## config.mk

```make
export PLATFORM = sky130hd
export DESIGN_NAME = mrc_top
export DESIGN_NICKNAME = d
export VERILOG_FILES = /design/src/core/mrc_pkg.sv /design/src/core/mrc_top.sv
export VERILOG_INCLUDE_DIRS = /design/src /design/src/core
export SDC_FILE = /design/constraint.sdc
export NUM_CORES = 1
export LEC_CHECK = 0
export BUFFER_PORTS_ARGS = -buffer_cell sky130_fd_sc_hd__buf_4
export CORE_ASPECT_RATIO = 0.9
export CORE_MARGIN = 2
export CORE_UTILIZATION = 49
export CTS_BUF_LIST = sky130_fd_sc_hd__clkbuf_4 sky130_fd_sc_hd__clkbuf_8
export CTS_CLUSTER_SIZE = 12
export DETAILED_ROUTE_END_ITERATION = 16
export PLACE_DENSITY_LB_ADDON = 0.15
export REMOVE_ABC_BUFFERS = 1
export SLEW_MARGIN = 0
export SYNTH_ARGS = -nofsm -noshare
export SYNTH_HDL_FRONTEND = slang
export SYNTH_SLANG_ARGS = --single-unit
```

## constraint.sdc

```tcl
create_clock -name pclk -period 1.8 [get_ports pclk]
set_input_delay 0.18 -clock pclk [delete_from_list [all_inputs] [get_ports pclk]]
set_output_delay 0.18 -clock pclk [all_outputs]
set_load 0.02 [all_outputs]
```

## src/core/mrc_defs.svh

```systemverilog
// Offsets, field positions, reset values and timing counts of the mode and reset control block
`ifndef MRC_DEFS_SVH
`define MRC_DEFS_SVH

// Register byte addresses on the APB
`define MRC_WDT_CSR_ADDR    16'hffbc
`define MRC_RST_CSR_ADDR    16'hffbe
`define MRC_SYS_CTRL_ADDR   16'hffc0
`define MRC_MODE_STAT_ADDR  16'hffc4
`define MRC_CPU_STAT_ADDR   16'hffc8

// Reset values
`define MRC_WDT_CSR_RST     16'h0018
`define MRC_RST_CSR_RST     16'h001f
`define MRC_SYS_CTRL_RST    8'hc1

// Field positions
`define MRC_SYS_ONCHIP_RAM_ENABLE_BIT    0
`define MRC_SYS_EXTERNAL_BUS_ENABLE_BIT    1
`define MRC_RST_WATCHDOG_OVERFLOW_INIT_ENABLE_BIT    6
`define MRC_RST_WOVF_BIT    7
`define MRC_FLW_FLASH_COMMAND_BLOCK_BIT_BIT   0
`define MRC_FLW_CMDEN_BIT   1

// Watchdog reset length in system clocks
`define MRC_WDT_RST_CLKS    10'd518

`endif

```

## src/core/mrc_pkg.sv

```systemverilog
// Types of the mode and reset control block
`default_nettype none

package mrc_pkg;

  // Operating modes decoded from the straps
  typedef enum logic [2:0] {
    MRC_MODE_BAD = 3'h0,
    MRC_MODE_1   = 3'h1,
    MRC_MODE_2   = 3'h2,
    MRC_MODE_3   = 3'h3,
    MRC_MODE_4   = 3'h4,
    MRC_MODE_5   = 3'h5,
    MRC_MODE_6   = 3'h6,
    MRC_MODE_7   = 3'h7
  } mrc_mode_t;

  // Reset sequencer, Gray coded along the path
  typedef enum logic [1:0] {
    MRC_ST_HOLD  = 2'b00,
    MRC_ST_VECT  = 2'b01,
    MRC_ST_RUN   = 2'b11,
    MRC_ST_WDRST = 2'b10
  } mrc_state_t;

  // Default function of each port group
  typedef enum logic [1:0] {
    MRC_PF_GPIO = 2'h0,
    MRC_PF_ADDR = 2'h1,
    MRC_PF_DATA = 2'h2,
    MRC_PF_CTRL = 2'h3
  } mrc_pfunc_t;

  // Memory and bus configuration seen by the rest of the chip
  typedef struct packed {
    logic       rom_enable;
    logic       ram_enable;
    logic       ext_bus_enable;
    logic       bus_16bit;
    logic       flash_boot;
    logic       flash_user_boot;
    logic       user_program;
    mrc_pfunc_t port_a;
    mrc_pfunc_t port_b;
    mrc_pfunc_t port_c;
    mrc_pfunc_t port_d;
    mrc_pfunc_t port_e;
    mrc_pfunc_t port_fh;
  } mrc_cfg_t;

  // CPU reset handoff
  typedef struct packed {
    logic cpu_reset;
    logic vector_fetch;
    logic trace_clear;
    logic imask_set;
  } mrc_cpu_t;

  // Whole module state
  typedef struct packed {
    logic [2:0]  rst_sync;
    logic [2:0]  wov_sync;
    mrc_state_t  state;
    logic [9:0]  wd_cnt;
    mrc_mode_t   mode;
    logic [15:0] wdt_csr;
    logic [15:0] rst_csr;
    logic [7:0]  sys_ctrl;
    logic        last_wdt;
    logic [31:0] prdata;
    logic        pready;
    logic        pslverr;
    mrc_cfg_t    cfg;
    mrc_cpu_t    cpu;
  } mrc_st_t;

endpackage : mrc_pkg

`default_nettype wire

```

## src/core/mrc_top.sv

```systemverilog
// Mode decode, reset merge and reset cause logic with APB registers
// Notes on behaviour
// - RAM enable bit resets to 1, re-initialised on reset release.
// - Modes 1, 2: ROM off, ports A-C address, D data, E data when 16-bit, F-H control.
// - Mode 1 starts 16-bit, drops to 8-bit only if all areas 8-bit.
// - Modes 2, 4 start 8-bit; any 16-bit area gives 16-bit, E upper data.
// - Mode 3 is flash boot, otherwise like mode 7.
// - Mode 5 is flash user boot, otherwise like mode 7.
// - Mode 4: ROM on, ports A-C start as inputs, port D data.
// - Modes 4, 7: user program mode on block bit 0 or command enable 1.
// - Mode 7 starts single-chip, ROM on, every port general I/O.
// - Mode 7 with external bus enable set: expanded, all areas 16-bit.
// - Port groups take mode defaults; modes 3, 5, 7 start A-E as I/O.
// - Two reset sources only: pin low or watchdog overflow.
// - Reset handling fetches vector, clears trace, sets interrupt masks.
// - Reset handling starts the cycle after flops two and three both read the released pin high.
// - Reset cause register set to 1f only by the pin reset.
// - Watchdog and reset cause registers written as 16-bit accesses.
// - Watchdog overflow with enable bit gives a 518-clock reset.
// - Reset cause register shows pin or watchdog as last source.
// - Straps 001..111 select modes 1-5 and 7; held constant.
// - External bus enable forced 1 in modes 1, 2, 4; writable otherwise.
`timescale 1ns/10ps
`default_nettype none
`include "mrc_defs.svh"

module mrc_top
  import mrc_pkg::*;
(
  input  wire logic        pclk,
  input  wire logic        presetn,
  input  wire logic        psel,
  input  wire logic        penable,
  input  wire logic        pwrite,
  input  wire logic [15:0] paddr,
  input  wire logic [31:0] pwdata,
  input  wire logic [3:0]  pstrb,
  output logic      [31:0] prdata,
  output logic             pready,
  output logic             pslverr,
  input  wire logic        chip_init_pin_n,
  input  wire logic        watchdog_overflow,
  input  wire logic [2:0]  mode_select_pins,
  input  wire logic        all_areas_8bit,
  input  wire logic        any_area_16bit,
  input  wire logic [7:0]  flash_control_word1,
  output mrc_cfg_t         cfg,
  output mrc_cpu_t         cpu
);

  mrc_st_t s_reg;
  mrc_st_t s_next;

  // Default port functions for a mode
  function automatic mrc_cfg_t mode_cfg(input mrc_mode_t m, input logic external_bus_enable,
                                        input logic ram, input logic b16);
    mrc_cfg_t c;
    c = '0;
    c.ram_enable = ram;
    c.ext_bus_enable = external_bus_enable;
    c.bus_16bit = b16;
    case (m)
      MRC_MODE_1, MRC_MODE_2: begin
        c.port_a = MRC_PF_ADDR;
        c.port_b = MRC_PF_ADDR;
        c.port_c = MRC_PF_ADDR;
        c.port_d = MRC_PF_DATA;
        c.port_e = b16 ? MRC_PF_DATA : MRC_PF_GPIO;
        c.port_fh = MRC_PF_CTRL;
      end
      MRC_MODE_4: begin
        c.rom_enable = 1'b1;
        c.port_d = MRC_PF_DATA;
        c.port_e = b16 ? MRC_PF_DATA : MRC_PF_GPIO;
        c.port_fh = MRC_PF_CTRL;
      end
      MRC_MODE_3, MRC_MODE_5, MRC_MODE_7: begin
        c.rom_enable = 1'b1;
        c.flash_boot = (m == MRC_MODE_3);
        c.flash_user_boot = (m == MRC_MODE_5);
        c.port_d = external_bus_enable ? MRC_PF_DATA : MRC_PF_GPIO;
        c.port_e = (external_bus_enable && b16) ? MRC_PF_DATA : MRC_PF_GPIO;
        c.port_fh = external_bus_enable ? MRC_PF_CTRL : MRC_PF_GPIO;
      end
      default: begin
        c.rom_enable = 1'b1;
      end
    endcase
    return c;
  endfunction

  // Modes where the external bus enable is fixed at 1
  function automatic logic external_bus_enable_fixed(input mrc_mode_t m);
    return (m == MRC_MODE_1) || (m == MRC_MODE_2) || (m == MRC_MODE_4);
  endfunction

  logic rst_pin_low;
  logic wov_rise;
  logic ram_bit;
  logic external_bus_enable_bit;
  logic b16;
  logic acc;
  logic wr16;

  // Filtered, synchronised inputs
  always_comb begin
    // Pin level counts once flops two and three agree, else held
    rst_pin_low = (s_reg.rst_sync[1] == s_reg.rst_sync[2]) ? ~s_reg.rst_sync[2] :
                  (s_reg.state == MRC_ST_HOLD);
    wov_rise = s_reg.wov_sync[1] & s_reg.wov_sync[2] & 1'b1;
    ram_bit = s_reg.sys_ctrl[`MRC_SYS_ONCHIP_RAM_ENABLE_BIT];
    external_bus_enable_bit = s_reg.sys_ctrl[`MRC_SYS_EXTERNAL_BUS_ENABLE_BIT];
    acc = psel & penable & ~s_reg.pready;
    wr16 = &pstrb[1:0];
  end

  // Bus width follows mode start width and area settings
  always_comb begin
    if (s_reg.mode == MRC_MODE_1) begin
      b16 = ~all_areas_8bit;
    end else if (s_reg.mode == MRC_MODE_2 || s_reg.mode == MRC_MODE_4) begin
      b16 = any_area_16bit;
    // expanded mode 7 family starts 16-bit
    end else begin
      b16 = external_bus_enable_bit & ~all_areas_8bit;
    end
  end

  // Next state
  always_comb begin
    s_next = s_reg;
    s_next.rst_sync = {s_reg.rst_sync[1:0], chip_init_pin_n};
    s_next.wov_sync = {s_reg.wov_sync[1:0], watchdog_overflow};
    s_next.pready = 1'b0;
    s_next.pslverr = 1'b0;

    case (s_reg.state)
      MRC_ST_HOLD: begin
        // straps sampled while held in reset
        s_next.mode = mrc_mode_t'(mode_select_pins);
        s_next.sys_ctrl = `MRC_SYS_CTRL_RST;
        // expansion forced in modes 1, 2, 4
        s_next.sys_ctrl[`MRC_SYS_EXTERNAL_BUS_ENABLE_BIT] = external_bus_enable_fixed(mrc_mode_t'(mode_select_pins));
        s_next.wdt_csr = `MRC_WDT_CSR_RST;
        if (!s_reg.last_wdt) begin
          s_next.rst_csr = `MRC_RST_CSR_RST;
        end
        if (!rst_pin_low) begin
          s_next.state = MRC_ST_VECT;
        end
      end
      MRC_ST_VECT: begin
        s_next.state = MRC_ST_RUN;
      end
      MRC_ST_RUN: begin
        if (wov_rise && s_reg.rst_csr[`MRC_RST_WATCHDOG_OVERFLOW_INIT_ENABLE_BIT]) begin
          s_next.state = MRC_ST_WDRST;
          s_next.wd_cnt = `MRC_WDT_RST_CLKS - 10'd1;
          s_next.last_wdt = 1'b1;
        end
      end
      MRC_ST_WDRST: begin
        s_next.wd_cnt = s_reg.wd_cnt - 10'd1;
        if (s_reg.wd_cnt == 10'd0) begin
          s_next.state = MRC_ST_HOLD;
        end
      end
      default: begin
        s_next.state = MRC_ST_HOLD;
      end
    endcase

    if (rst_pin_low) begin
      s_next.state = MRC_ST_HOLD;
      s_next.last_wdt = 1'b0;
    end

    // APB access, answered after one wait state
    if (acc) begin
      s_next.pready = 1'b1;
      s_next.prdata = '0;
      case (paddr)
        `MRC_WDT_CSR_ADDR: begin
          if (pwrite && wr16) begin
            s_next.wdt_csr = pwdata[15:0];
          end
          s_next.prdata = {16'h0000, s_reg.wdt_csr};
        end
        `MRC_RST_CSR_ADDR: begin
          if (pwrite && wr16) begin
            s_next.rst_csr = pwdata[15:0];
          end
          s_next.prdata = {16'h0000, s_reg.rst_csr};
        end
        `MRC_SYS_CTRL_ADDR: begin
          if (pwrite && pstrb[0]) begin
            s_next.sys_ctrl = pwdata[7:0];
            if (external_bus_enable_fixed(s_reg.mode)) begin
              s_next.sys_ctrl[`MRC_SYS_EXTERNAL_BUS_ENABLE_BIT] = 1'b1;
            end
          end
          s_next.prdata = {24'h000000, s_reg.sys_ctrl};
        end
        `MRC_MODE_STAT_ADDR: begin
          s_next.prdata = {29'h00000000, s_reg.mode};
        end
        `MRC_CPU_STAT_ADDR: begin
          s_next.prdata = {29'h00000000, s_reg.last_wdt, s_reg.state};
        end
        default: begin
          s_next.pslverr = 1'b1;
        end
      endcase
    end

    // watchdog flag set wins over a same-cycle write
    if (s_reg.state == MRC_ST_RUN && wov_rise && s_reg.rst_csr[`MRC_RST_WATCHDOG_OVERFLOW_INIT_ENABLE_BIT]) begin
      s_next.rst_csr[`MRC_RST_WOVF_BIT] = 1'b1;
    end

    s_next.cfg = mode_cfg(s_reg.mode, external_bus_enable_bit, ram_bit, b16);
    // flash boot modes follow mode 7 otherwise
    // user program mode in modes 4 and 7
    s_next.cfg.user_program = (s_reg.mode == MRC_MODE_4 || s_reg.mode == MRC_MODE_7) &&
                              (!flash_control_word1[`MRC_FLW_FLASH_COMMAND_BLOCK_BIT_BIT] ||
                               flash_control_word1[`MRC_FLW_CMDEN_BIT]);
    s_next.cpu.cpu_reset = (s_next.state == MRC_ST_HOLD) || (s_next.state == MRC_ST_WDRST);
    s_next.cpu.vector_fetch = (s_next.state == MRC_ST_VECT);
    s_next.cpu.trace_clear = (s_next.state == MRC_ST_VECT);
    s_next.cpu.imask_set = (s_next.state == MRC_ST_VECT);
  end

  // State register
  always_ff @(posedge pclk or negedge presetn) begin
    if (!presetn) begin
      s_reg <= '0;
      s_reg.rst_sync <= 3'b000;
      s_reg.sys_ctrl <= `MRC_SYS_CTRL_RST;
      s_reg.wdt_csr <= `MRC_WDT_CSR_RST;
      s_reg.rst_csr <= `MRC_RST_CSR_RST;
      s_reg.cpu.cpu_reset <= 1'b1;
    end else begin
      s_reg <= s_next;
    end
  end

  // Outputs straight from flip-flops
  assign prdata = s_reg.prdata;
  assign pready = s_reg.pready;
  assign pslverr = s_reg.pslverr;
  assign cfg = s_reg.cfg;
  assign cpu = s_reg.cpu;

  // cycles spent in watchdog reset, for checking only
  logic [9:0] wd_len_cnt;
  always_ff @(posedge pclk or negedge presetn) begin
    if (!presetn) begin
      wd_len_cnt <= 10'd0;
    end else if (s_reg.state == MRC_ST_WDRST) begin
      wd_len_cnt <= wd_len_cnt + 10'd1;
    end else begin
      wd_len_cnt <= 10'd0;
    end
  end
endmodule // mrc_top

`default_nettype wire

```

After elaboration in Yosys (flattened, before gate mapping)
Cells that the tools add are included.

Logic and storage cells: 118. Bits in registers: 101. Input bits: 72. Output and inout port bits: 57.

Muxes and demuxes: 33. Equal/unequal tests: 21. Reduce and logical (&&, ||, !) cells: 29. $add $sub $neg: 1. Bitwise operators: 7.

Operators with widths (number): == test 16 bit, second input constant (5); two-way mux 16 bit (5); two-way mux 40 bit (2); case mux 16 bit (5 select lines) (1); case mux 10 bit (2 select lines) (1); two-way mux 2 bit (8); two-way mux 8 bit (2); == test 3 bit, second input constant (4); two-way mux 12 bit (1); case mux 6 bit (2 select lines) (1); logical NOT 10 bit (1); two-way mux 1 bit (10); subtractor 10 x 1 -> 10 bit, second input constant (1); == test 3 x 2 -> 1 bit, second input constant (3); logical OR 1 bit (8); case mux 2 bit (4 select lines) (1); logical AND 1 bit (7); == test 2 bit, second input constant (3); == test 3 x 1 -> 1 bit, second input constant (2); AND reduction 2 bit (3); nonzero test 2 bit (3); OR reduction 3 bit (2); two-way mux 5 bit (1); OR reduction 5 bit (1); other kinds (8) (15).

Depth between registers and ports, before layout
Gate-level depths: netlist (run 1).

Word-level depth: 8. Gate-level depth with buffers: 7. Gate-level depth less buffers: 6.

Least setup slack after synthesis (run 1)
OpenSTA, ideal clock, no wires.

Path kind: register to register. From: reg s_reg (netlist bit pready). To: reg s_reg[96] in the netlist's numbering. Stages on the path, launching flop included: 6. Data required time: 1.672 ns. Path buffers: 1. Library setup time: 0.128 ns. Clock period less this slack: 1.948 ns. Slack: -0.148 ns. Arrival time: 1.821 ns. Cell sequence: dfrtp_1 > nand3b_2 > nor4_4 > nand3_2 > buf_6 > mux2_1.

RTL lines: from (decl) (RTL line mrc_top.sv:51) `mrc_st_t s_reg;`; from (signal assigned) (RTL line mrc_top.sv:243) `s_reg <= s_next;`.

==> results.yml, run 1 <==
status:
  outcome: "finished clean"
synth:
  synth_ff_type: "dfrtp_1"
  yosys.cell_types.count: 64
  ys_ff_latch: 92
  synth_top_area_share_pct: 42.69
  yosysTopAreaCell: "dfrtp_1"
  netlist_top_cells_area: "dfrtp_1, buf_4, dfstp_2"
  syn_area_um2: 4748
  avgSynthCellArea_um2: 10.99
  synth-edff-count: 0
  yosysWarnings: 0
  seq_area_frac_synth_pct: 48.77
  synthCells: 432
  synthArstFlopShare_pct: 100.0
worst_setup_path:
  crit_buf_inv: 2
  worst_ep_required_time_ps: 2040
  slowest_delay_ps: 390
  end_kind: "flip-flop"
  cpMostUsedCell: "buf_4"
  cp_max_fo: 2
  crit_path_cell_trace: "nand3b_4 > nor4_4 > buf_4 > buf_4 > a211oi_1 > or3b_1"
  crit_path_start_kind: "flip-flop"
  crit_slowest_cell: "dfrtp_1"
  crit_type: "reg2reg"
  critical-path-top-delay-family: "simple AND/OR/NAND/NOR gates"
  critPathArrivalTime_ps: 1920
routing:
  via_per_inst: 5.153
  drt_iter0_markers: 155
  routedWlPerCell_um: 15.58
  num_vias: 3303
  drc: 0
  wl_um: 9985
  first_pass_iters: 6
  antenna_left: 0
global_routing:
  globalRouteTotalUtil_pct: 20.16
  use_met1_pct: 27.84
  grt_busiest_layer: "met2"
  gr-usage-met3_pct: 4.829
  overflow: 0
  grt_pass1_wl_um: 16790
  antenna_found_initial: 0
  grt_pass1_vias: 3364
  grt.met2_usage_pct: 31.98
  grt_max_degree: 93
clock_tree:
  clkTransAtPathRegs_ps: 90
  clock-root-buffer: "clkbuf_8"
  clock_sinks: 92
  clk-insertion-delay-late_ps: 350
  cts_made_buffers: 9
  cts_tree: "yes"
  htreeDepth: 3
  cts_buffer_depth: 2
placed_design:
  dp_hpwl_um: 6865
  numPortBuffers: 83
  place_inst: 621
  dpl_cell_area_um2: 5376
  gp_congestion: 0.7675
cells_and_area:
  area_growth_pct: 18.60
  largest_reg_flops: 56
  final_cells: 641
  drive_above_1_share_pct: 33.79
  final_cell_mix: "buf_4, dfrtp_1, nand2_1"
  fin_nets: 584
  fin_area_um2: 5632
  final_common_cell: "buf_4"
  fillers: 835
  diodes: 0
die:
  start_util_pct: 49.83
  core-area_um2: 9529
  fp.dieW_um: 107.8
  fp.dieH_um: 97.39
  num_rows: 34
  dieArea_um2: 10500
  ios: 129
power:
  power_density_nw_per_um2: 1025
  ir_worst_vdd_mv: 0.5843
  power_leakage_nw: 2.776
sta:
  setup_violations: 0
  finalCritPeriodShare_pct: 93.53
  slew_violations: 0
  clock.fmax_mhz: 594.0
  period_needed_ps: 1684
  finalHoldViolCount: 0
  finClkSkew_ps: 5.799
  rsz0062_at_grt: "false"
min_path:
  hp-class: "in2reg"
run:
  cap_violations: 0
## layout make-up
class / instances / area [um^2] / share of cell area, %
clock inverter: 5 / 61.31 / 1.089
inverter: 17 / 63.81 / 1.133
sequential: 92 / 2316 / 41.12
tap: 126 / 157.7 / 2.799
timing repair buffer: 119 / 942.2 / 16.73
multi-input combinational: 271 / 1952 / 34.66
clock buffer: 11 / 138.9 / 2.466
## where the power goes
part | internal, mW | switching [mW] | leakage [nW]
combinational | 0.777 | 1.01 | 1.50
sequential | 2.37 | 0.229 | 1.18
clock | 0.678 | 0.718 | 0.0930
## metrics by stage
| stage | hold WS, ps | worst slack [ps] | util [%] | TNS [ps] | power, mW |
|---|---|---|---|---|---|
| 2_1_floorplan | -115.6 | -462.4 | - | -9569 | 3.565 |
| 3_3_place_gp | 268.2 | -30.85 | 56.42 | -141.0 | 4.383 |
| 3_5_place_dp | 272.8 | -67.71 | 56.42 | -688.5 | 4.423 |
| 4_1_cts | 28.88 | 31.24 | 58.89 | 0 | 5.845 |
| 5_1_grt | 26.11 | 32.29 | 59.10 | 0 | 6.160 |
| 6_report | 46.92 | 116.4 | 59.10 | 0 | 5.773 |
## metal layers
metal	share of wire, %	vias up	routed length [um]
met3	6.3	9	630
met2	46	97	4583
met4	1.0	0	100
met1	47	1610	4671
li1	-	1587	-
met5	0	-	0
## worst paths after layout
check | start | end | slack (ps) | cells after the start
worst max-delay path | pready | s_reg[73] | 120 | 6
worst min-delay path | pwdata[15] | s_reg[97] | 50 | 2
worst max register to register | pready | s_reg[73] | 120 | 6
worst min register to register | s_next[114] | s_next[115] | 360 | 0
max in group asynchronous | presetn | cpu[3] | 990 | 3
min in group asynchronous | presetn | s_reg[98] | 400 | 3
## kinds of logic (layout without fill, tap and decap cells)
kind of cell | Yosys count | after routing | share of synthesized area [%]
xor gates and xnor gates | 2 | 2 | 0.3690
and+or+nand+nor | 127 | 127 | 16.28
AOI/OAI and AO/OA | 69 | 69 | 10.62
adders and majority gates | 4 | 4 | 0.9485
muxes | 48 | 48 | 10.94
buffers and inverters | 89 | 152 | 11.99
other | 1 | 21 | 0.07898
DFF | 92 | 92 | 48.77
## worst register-to-register path: stages (launching register included)
cell and delay, ps:
dfrtp_1 390, nand3b_4 180, nor4_4 290, buf_4 190, buf_4 110, a211oi_1 60, or3b_1 350
## synth_stat cells, types with 10 or more instances
master and number:
mux2_1 11, a21oi_1 10, nor2b_1 10, nand2_1 32, nor2_1 24, mux2i_1 26
buf_4 57, dfrtp_1 81, dfstp_2 11, and2_1 11, a22oi_1 16, inv_1 17
## repair_timing
| item | CTS | global route |
|---|---|---|
| gates resized for setup | 1 | 2 |
| pin swaps | 1 | 1 |
| hold endpoints to repair | 83 | 0 |
| setup endpoints to repair | 23 | 30 |
| setup buffers | 0 | 1 |
| hold buffers | 3 | 0 |
(Power assumes the default switching activity.)
==> run 2, diff against run 1 <==
--- a/config.mk
+++ b/config.mk
@@ -9,7 +9,7 @@
 export BUFFER_PORTS_ARGS = -buffer_cell sky130_fd_sc_hd__buf_4
 export CORE_ASPECT_RATIO = 0.9
 export CORE_MARGIN = 2
-export CORE_UTILIZATION = 49
+export CORE_UTILIZATION = 45
 export CTS_BUF_LIST = sky130_fd_sc_hd__clkbuf_4 sky130_fd_sc_hd__clkbuf_8
 export CTS_CLUSTER_SIZE = 12
 export DETAILED_ROUTE_END_ITERATION = 16
==> constraint.sdc (replaced) <==
create_clock -name pclk -period 1.6 [get_ports pclk]
set_input_delay 0.16 -clock pclk [delete_from_list [all_inputs] [get_ports pclk]]
set_output_delay 0.16 -clock pclk [all_outputs]
set_load 0.02 [all_outputs]
==> run 2 against run 1 <==
  * Wire length rose by 16%
  * Cell count rose by 5.1%
  * Via count rose by 6.7%
  * Final area rose by 7.4%
  * Non-clock buffer count rose by 30
  * First-iteration DRC count fell by 14%
  * Die area rose by 8.5%
  * Register-to-register slack got worse by 100 ps
  * Critical path type unchanged
==> results.yml, run 2 (synthesis results as in run 1) <==
sta:
  period_needed_ps: 1585
  clock.fmax_mhz: 630.8
  rsz0062_at_grt: "true"
  tns_ps: 0
  worst_pin_slew_ps: 697.2
  finClkSkew_ps: 11.42
  max_slew_margin_pct: 53.09
  slew_violations: 0
  finalHoldViolCount: 0
  finalCritPeriodShare_pct: 99.08
  setup_violations: 0
routing:
  first_pass_iters: 4
  wl_um: 11600
  drt_iter0_markers: 133
  antenna_left: 0
  drc: 0
  via_per_inst: 5.227
  routedWlPerCell_um: 17.20
  num_vias: 3523
power:
  power_density_nw_per_um2: 1123
  p_switching_mw: 2.352
  share_comb_of_total_power_pct: 33.4
  clkPwrFrac_pct: 23.7
  ir_worst_vdd_mv: 0.8583
  power.internal_mw: 4.438
  p_total_mw: 6.790
  power_leakage_nw: 2.973
  swShare_pct: 34.64
  seq_power_share_pct: 42.9
min_path:
  whs_path_depth: 3
  min_to: "s_reg[98]"
  hp-class: "in2reg"
  holdCritStartpoint: "mode_select_pins[0]"
clock_tree:
  cts_made_buffers: 9
  cts_buffer_depth: 2
  clk-insertion-delay-late_ps: 380
  clkTransAtPathRegs_ps: 90
  cts_tree: "yes"
  clock_sinks: 92
  htreeDepth: 3
  clock-root-buffer: "clkbuf_8"
placed_design:
  dpl_cell_area_um2: 5518
  gp_congestion: 0.8341
  place_inst: 639
  dp_hpwl_um: 7837
  numPortBuffers: 83
die:
  num_rows: 35
  dieArea_um2: 11390
  ios: 129
  fp.dieW_um: 112.3
  start_util_pct: 46.34
  fp.dieH_um: 101.5
  core-area_um2: 10250
cells_and_area:
  fin_area_um2: 6046
  seq_area_um2: 2316
  largest_reg_flops: 56
  final_core_util_pct: 59.00
  multi_input_area_um2: 2031
  fillers: 868
  final_cells: 674
  fin_nets: 614
  final_common_cell: "buf_4"
  diodes: 0
  area_growth_pct: 27.33
  drive_above_1_share_pct: 39.08
  final_cell_mix: "buf_4, dfrtp_1, nand2_1"
worst_setup_path:
  worst_ep_required_time_ps: 1860
  end_kind: "flip-flop"
  critPathArrivalTime_ps: 1850
  crit_slowest_cell: "dfrtp_1"
  crit_path_start_kind: "flip-flop"
  ff2ff_setup_slack_ps: 10
  slowest_delay_ps: 400
  crit_buf_inv: 1
  critical-path-top-delay-family: "simple AND/OR/NAND/NOR gates"
  worst_r2r_path_depth: 5
  crit_type: "reg2reg"
  crit_path_cell_trace: "nand3b_4 > nor4_4 > nand3_2 > buf_12 > mux2_4"
  cp_max_fo: 12
  reg2reg_to: "s_reg[91]"
  r2r-start: "pready"
global_routing:
  overflow: 0
  grt_pass1_vias: 3488
  grt_pass1_wl_um: 18380
  antenna_found_initial: 0
  grt_max_degree: 39
  globalRouteTotalUtil_pct: 20.86
status:
  outcome: "finished clean"
run:
  cap_violations: 0
## run 2: routing by layer
layer	vias to the layer above	part of all wire, %	wire length, um	track usage, %
met5	-	0	0	0
met4	0	1.9	224	6.567
met3	16	4.5	522	4.967
met2	100	49	5650	34.34
met1	1750	45	5198	27.69
li1	1657	-	-	-
## run 2: cell type report
class,instances,area share [%]
Multi-Input combinational cell,271,33.59
Clock buffer,10,2.276
Clock inverter,6,1.035
Timing Repair Buffer,149,21.07
Inverter,17,1.055
Sequential cell,92,38.31
Tap cell,129,2.670
## run 2: power by group through the flow
stage / combinational (mW) / clock (mW) / sequential, mW
2_1_floorplan: 0.812 / 0 / 3.20
3_3_place_gp: 2.10 / 0 / 2.92
3_5_place_dp: 2.15 / 0 / 2.93
4_1_cts: 2.20 / 1.65 / 2.89
5_1_grt: 2.46 / 1.77 / 2.96
6_report: 2.27 / 1.61 / 2.91
## run 2: tightest hold or removal path, cell delays in order
cell and delay, ps:
buf_4 90, nand2_1 40, o21ai_0 60
## run 2: worst max path at each step
stage	from	slack, ps	to	cells past startpoint
after global routing	s_reg[111]	-100	s_reg[106]	4
after floorplan	pready	-660	s_reg[87]	4
after detailed placement	paddr[4]	-210	s_reg[63]	5
after global placement	paddr[4]	-210	s_reg[63]	5
after CTS	pready	4	prdata[7]	7
final	pready	10	s_reg[91]	5
## run 2: repair_timing
| action | 4_1_cts | 5_1_grt |
|---|---|---|
| gates resized for setup | 8 | 19 |
| setup endpoints to repair | 52 | 54 |
| buffers inserted | 3 | 6 |
| pin swaps | 3 | 5 |
| hold buffers | 7 | 1 |
| hold endpoints to repair | 34 | 1 |
| cloned | 2 | 0 |
## run 2: per-stage QoR
stage,setup WS (ps),hold slack [ps]
floorplan,-662.4,-135.6
global placement,-214.9,176.8
detailed placement,-213.5,179.4
CTS,4.317,0.06303
global route,-98.31,15.76
finish,14.76,20.65
==> run 3, diff against run 2 <==
--- a/config.mk
+++ b/config.mk
@@ -14,7 +14,6 @@
 export CTS_CLUSTER_SIZE = 12
 export DETAILED_ROUTE_END_ITERATION = 16
 export PLACE_DENSITY_LB_ADDON = 0.15
-export REMOVE_ABC_BUFFERS = 1
 export SLEW_MARGIN = 0
 export SYNTH_ARGS = -nofsm -noshare
 export SYNTH_HDL_FRONTEND = slang
==> run 3 against run 2 <==
  * Sequential share of layout area up 0.63 points
  * Global-route usage shrank 2.3 points
  * Critical path depth up 1
  * Cell count fell by 1.2%
  * Fmax is 2.0% higher
  * Hold slack better by 3.7 ps
  * Sequential power is 1% higher
  * Combinational power rose by 4%
  * Via count is 4.3% lower
  * Final area shrank 1.4%
  * Worst setup slack better by 32 ps
  * Non-clock buffer count down 8
==> results.yml, run 3 (synthesis results as in run 1) <==
status:
  outcome: "finished clean"
sta:
  clock.fmax_mhz: 643.7
  rsz0062_at_grt: "true"
  tns_ps: 0
  period_needed_ps: 1554
  finalHoldViolCount: 0
  worst_slack_ps: 46.42
  slew_violations: 0
  finalCritPeriodShare_pct: 97.10
  finClkSkew_ps: 10.50
  setup_violations: 0
worst_setup_path:
  end_kind: "flip-flop"
  crit_path_start_kind: "flip-flop"
  cp_max_fo: 11
  crit_type: "reg2reg"
  worst_ep_required_time_ps: 1840
  critPathArrivalTime_ps: 1790
cells_and_area:
  diodes: 0
  area_growth_pct: 25.53
  largest_reg_flops: 56
  drive_above_1_share_pct: 40.04
  final_cell_mix: "buf_4, dfrtp_1, nand2_1"
  fin_area_um2: 5961
  fin_nets: 606
  final_common_cell: "buf_4"
die:
  num_rows: 35
  start_util_pct: 46.34
  fp.dieW_um: 112.3
  core-area_um2: 10250
  ios: 129
  fp.dieH_um: 101.5
  dieArea_um2: 11390
routing:
  first_pass_iters: 4
  routedWlPerCell_um: 15.18
  via_per_inst: 5.060
  antenna_left: 0
  num_vias: 3370
  drc: 0
  drt_iter0_markers: 139
  wl_um: 10110
placed_design:
  numPortBuffers: 83
  dp_hpwl_um: 7489
  pre_cts_ws_ps: -82.44
  gp_congestion: 0.7910
  dpl_cell_area_um2: 5549
clock_tree:
  clk-insertion-delay-late_ps: 350
  cts_made_buffers: 9
  clock_sinks: 92
  clock-root-buffer: "clkbuf_8"
  htreeDepth: 3
  cts_tree: "yes"
  cts_buffer_depth: 2
  clkTransAtPathRegs_ps: 90
global_routing:
  grt_max_degree: 37
  globalRouteTotalUtil_pct: 18.53
  overflow: 0
  grt_pass1_wl_um: 16640
  antenna_found_initial: 0
  grt_pass1_vias: 3327
run:
  cap_violations: 0
power:
  ir_worst_vdd_mv: 0.8581
  power_density_nw_per_um2: 1212
  power_leakage_nw: 2.931
min_path:
  hp-class: "in2reg"
[run 3: cell types whose count changed in the layout (fill, tap and decap cells not counted), sizes merged]
| cell | delta |
|---|---|
| buf | -2 |
| clkinv | -3 |
| clkbuf | +1 |
| dlygate4sd3 | -5 |
| bufbuf | -1 |
| bufinv | +2 |
[run 3: path summary, 6_finish.rpt]
kind                                    end  slack [ps]   startpoint  depth (start not counted)
min in group asynchronous        s_reg[108]         280      presetn                          2
worst max-delay path              s_reg[90]          50       pready                          6
worst min-delay path              s_reg[92]          20   pwdata[10]                          2
worst min register to register  s_next[118]         350  s_next[117]                          0
max in group asynchronous         s_reg[69]         710      presetn                          3
worst max register to register    s_reg[90]          50       pready                          6
[run 3: what timing repair did]
item / in CTS / in global routing
hold endpoints to repair: 22 / 0
pin swaps: 0 / 6
endpoints found under the setup margin: 25 / 32
buffers inserted: 3 / 2
cloned: 0 / 0
hold buffers: 3 / 0
resized for setup: 4 / 16
[run 3: cell type report]
class / instances / area (um^2)
sequential: 92 / 2321
clock buffer: 11 / 145.1
clock inverter: 5 / 107.6
timing repair buffer: 141 / 1107
inverter: 17 / 63.81
tap: 129 / 161.4
fill: 895 / 4287
multi-input combinational: 271 / 2054
[run 3: critical path: stages, from the launching register on]
cell	delay (ps)
dfrtp_2	410
nand3b_4	170
nor4_4	130
buf_4	190
nand3_4	70
buf_12	160
mux2_1	300
[run 3: layer usage]
metal | routed length (um) | share of wire, % | track usage, % | up-vias
li1 | - | - | - | 1641
met5 | 0 | 0 | 0 | -
met2 | 4948 | 49 | 31.28 | 76
met1 | 4585 | 45 | 24.68 | 1645
met4 | 83 | 0.82 | 4.784 | 0
met3 | 491 | 4.9 | 3.950 | 8
[run 3: metrics by stage]
step	hold WS, ps	total power [mW]	util (%)	instances
floorplan	-135.6	4.440	-	452
global placement	129.0	5.096	54.15	642
detailed placement	131.0	5.151	54.15	642
CTS	13.24	7.110	57.36	664
global route	14.42	7.608	58.17	666
finish	24.38	7.225	58.17	666
[run 3: where the power goes]
part	internal [mW]	switching, mW
clock network	1.11	0.807
registers	2.67	0.283
logic	1.10	1.26
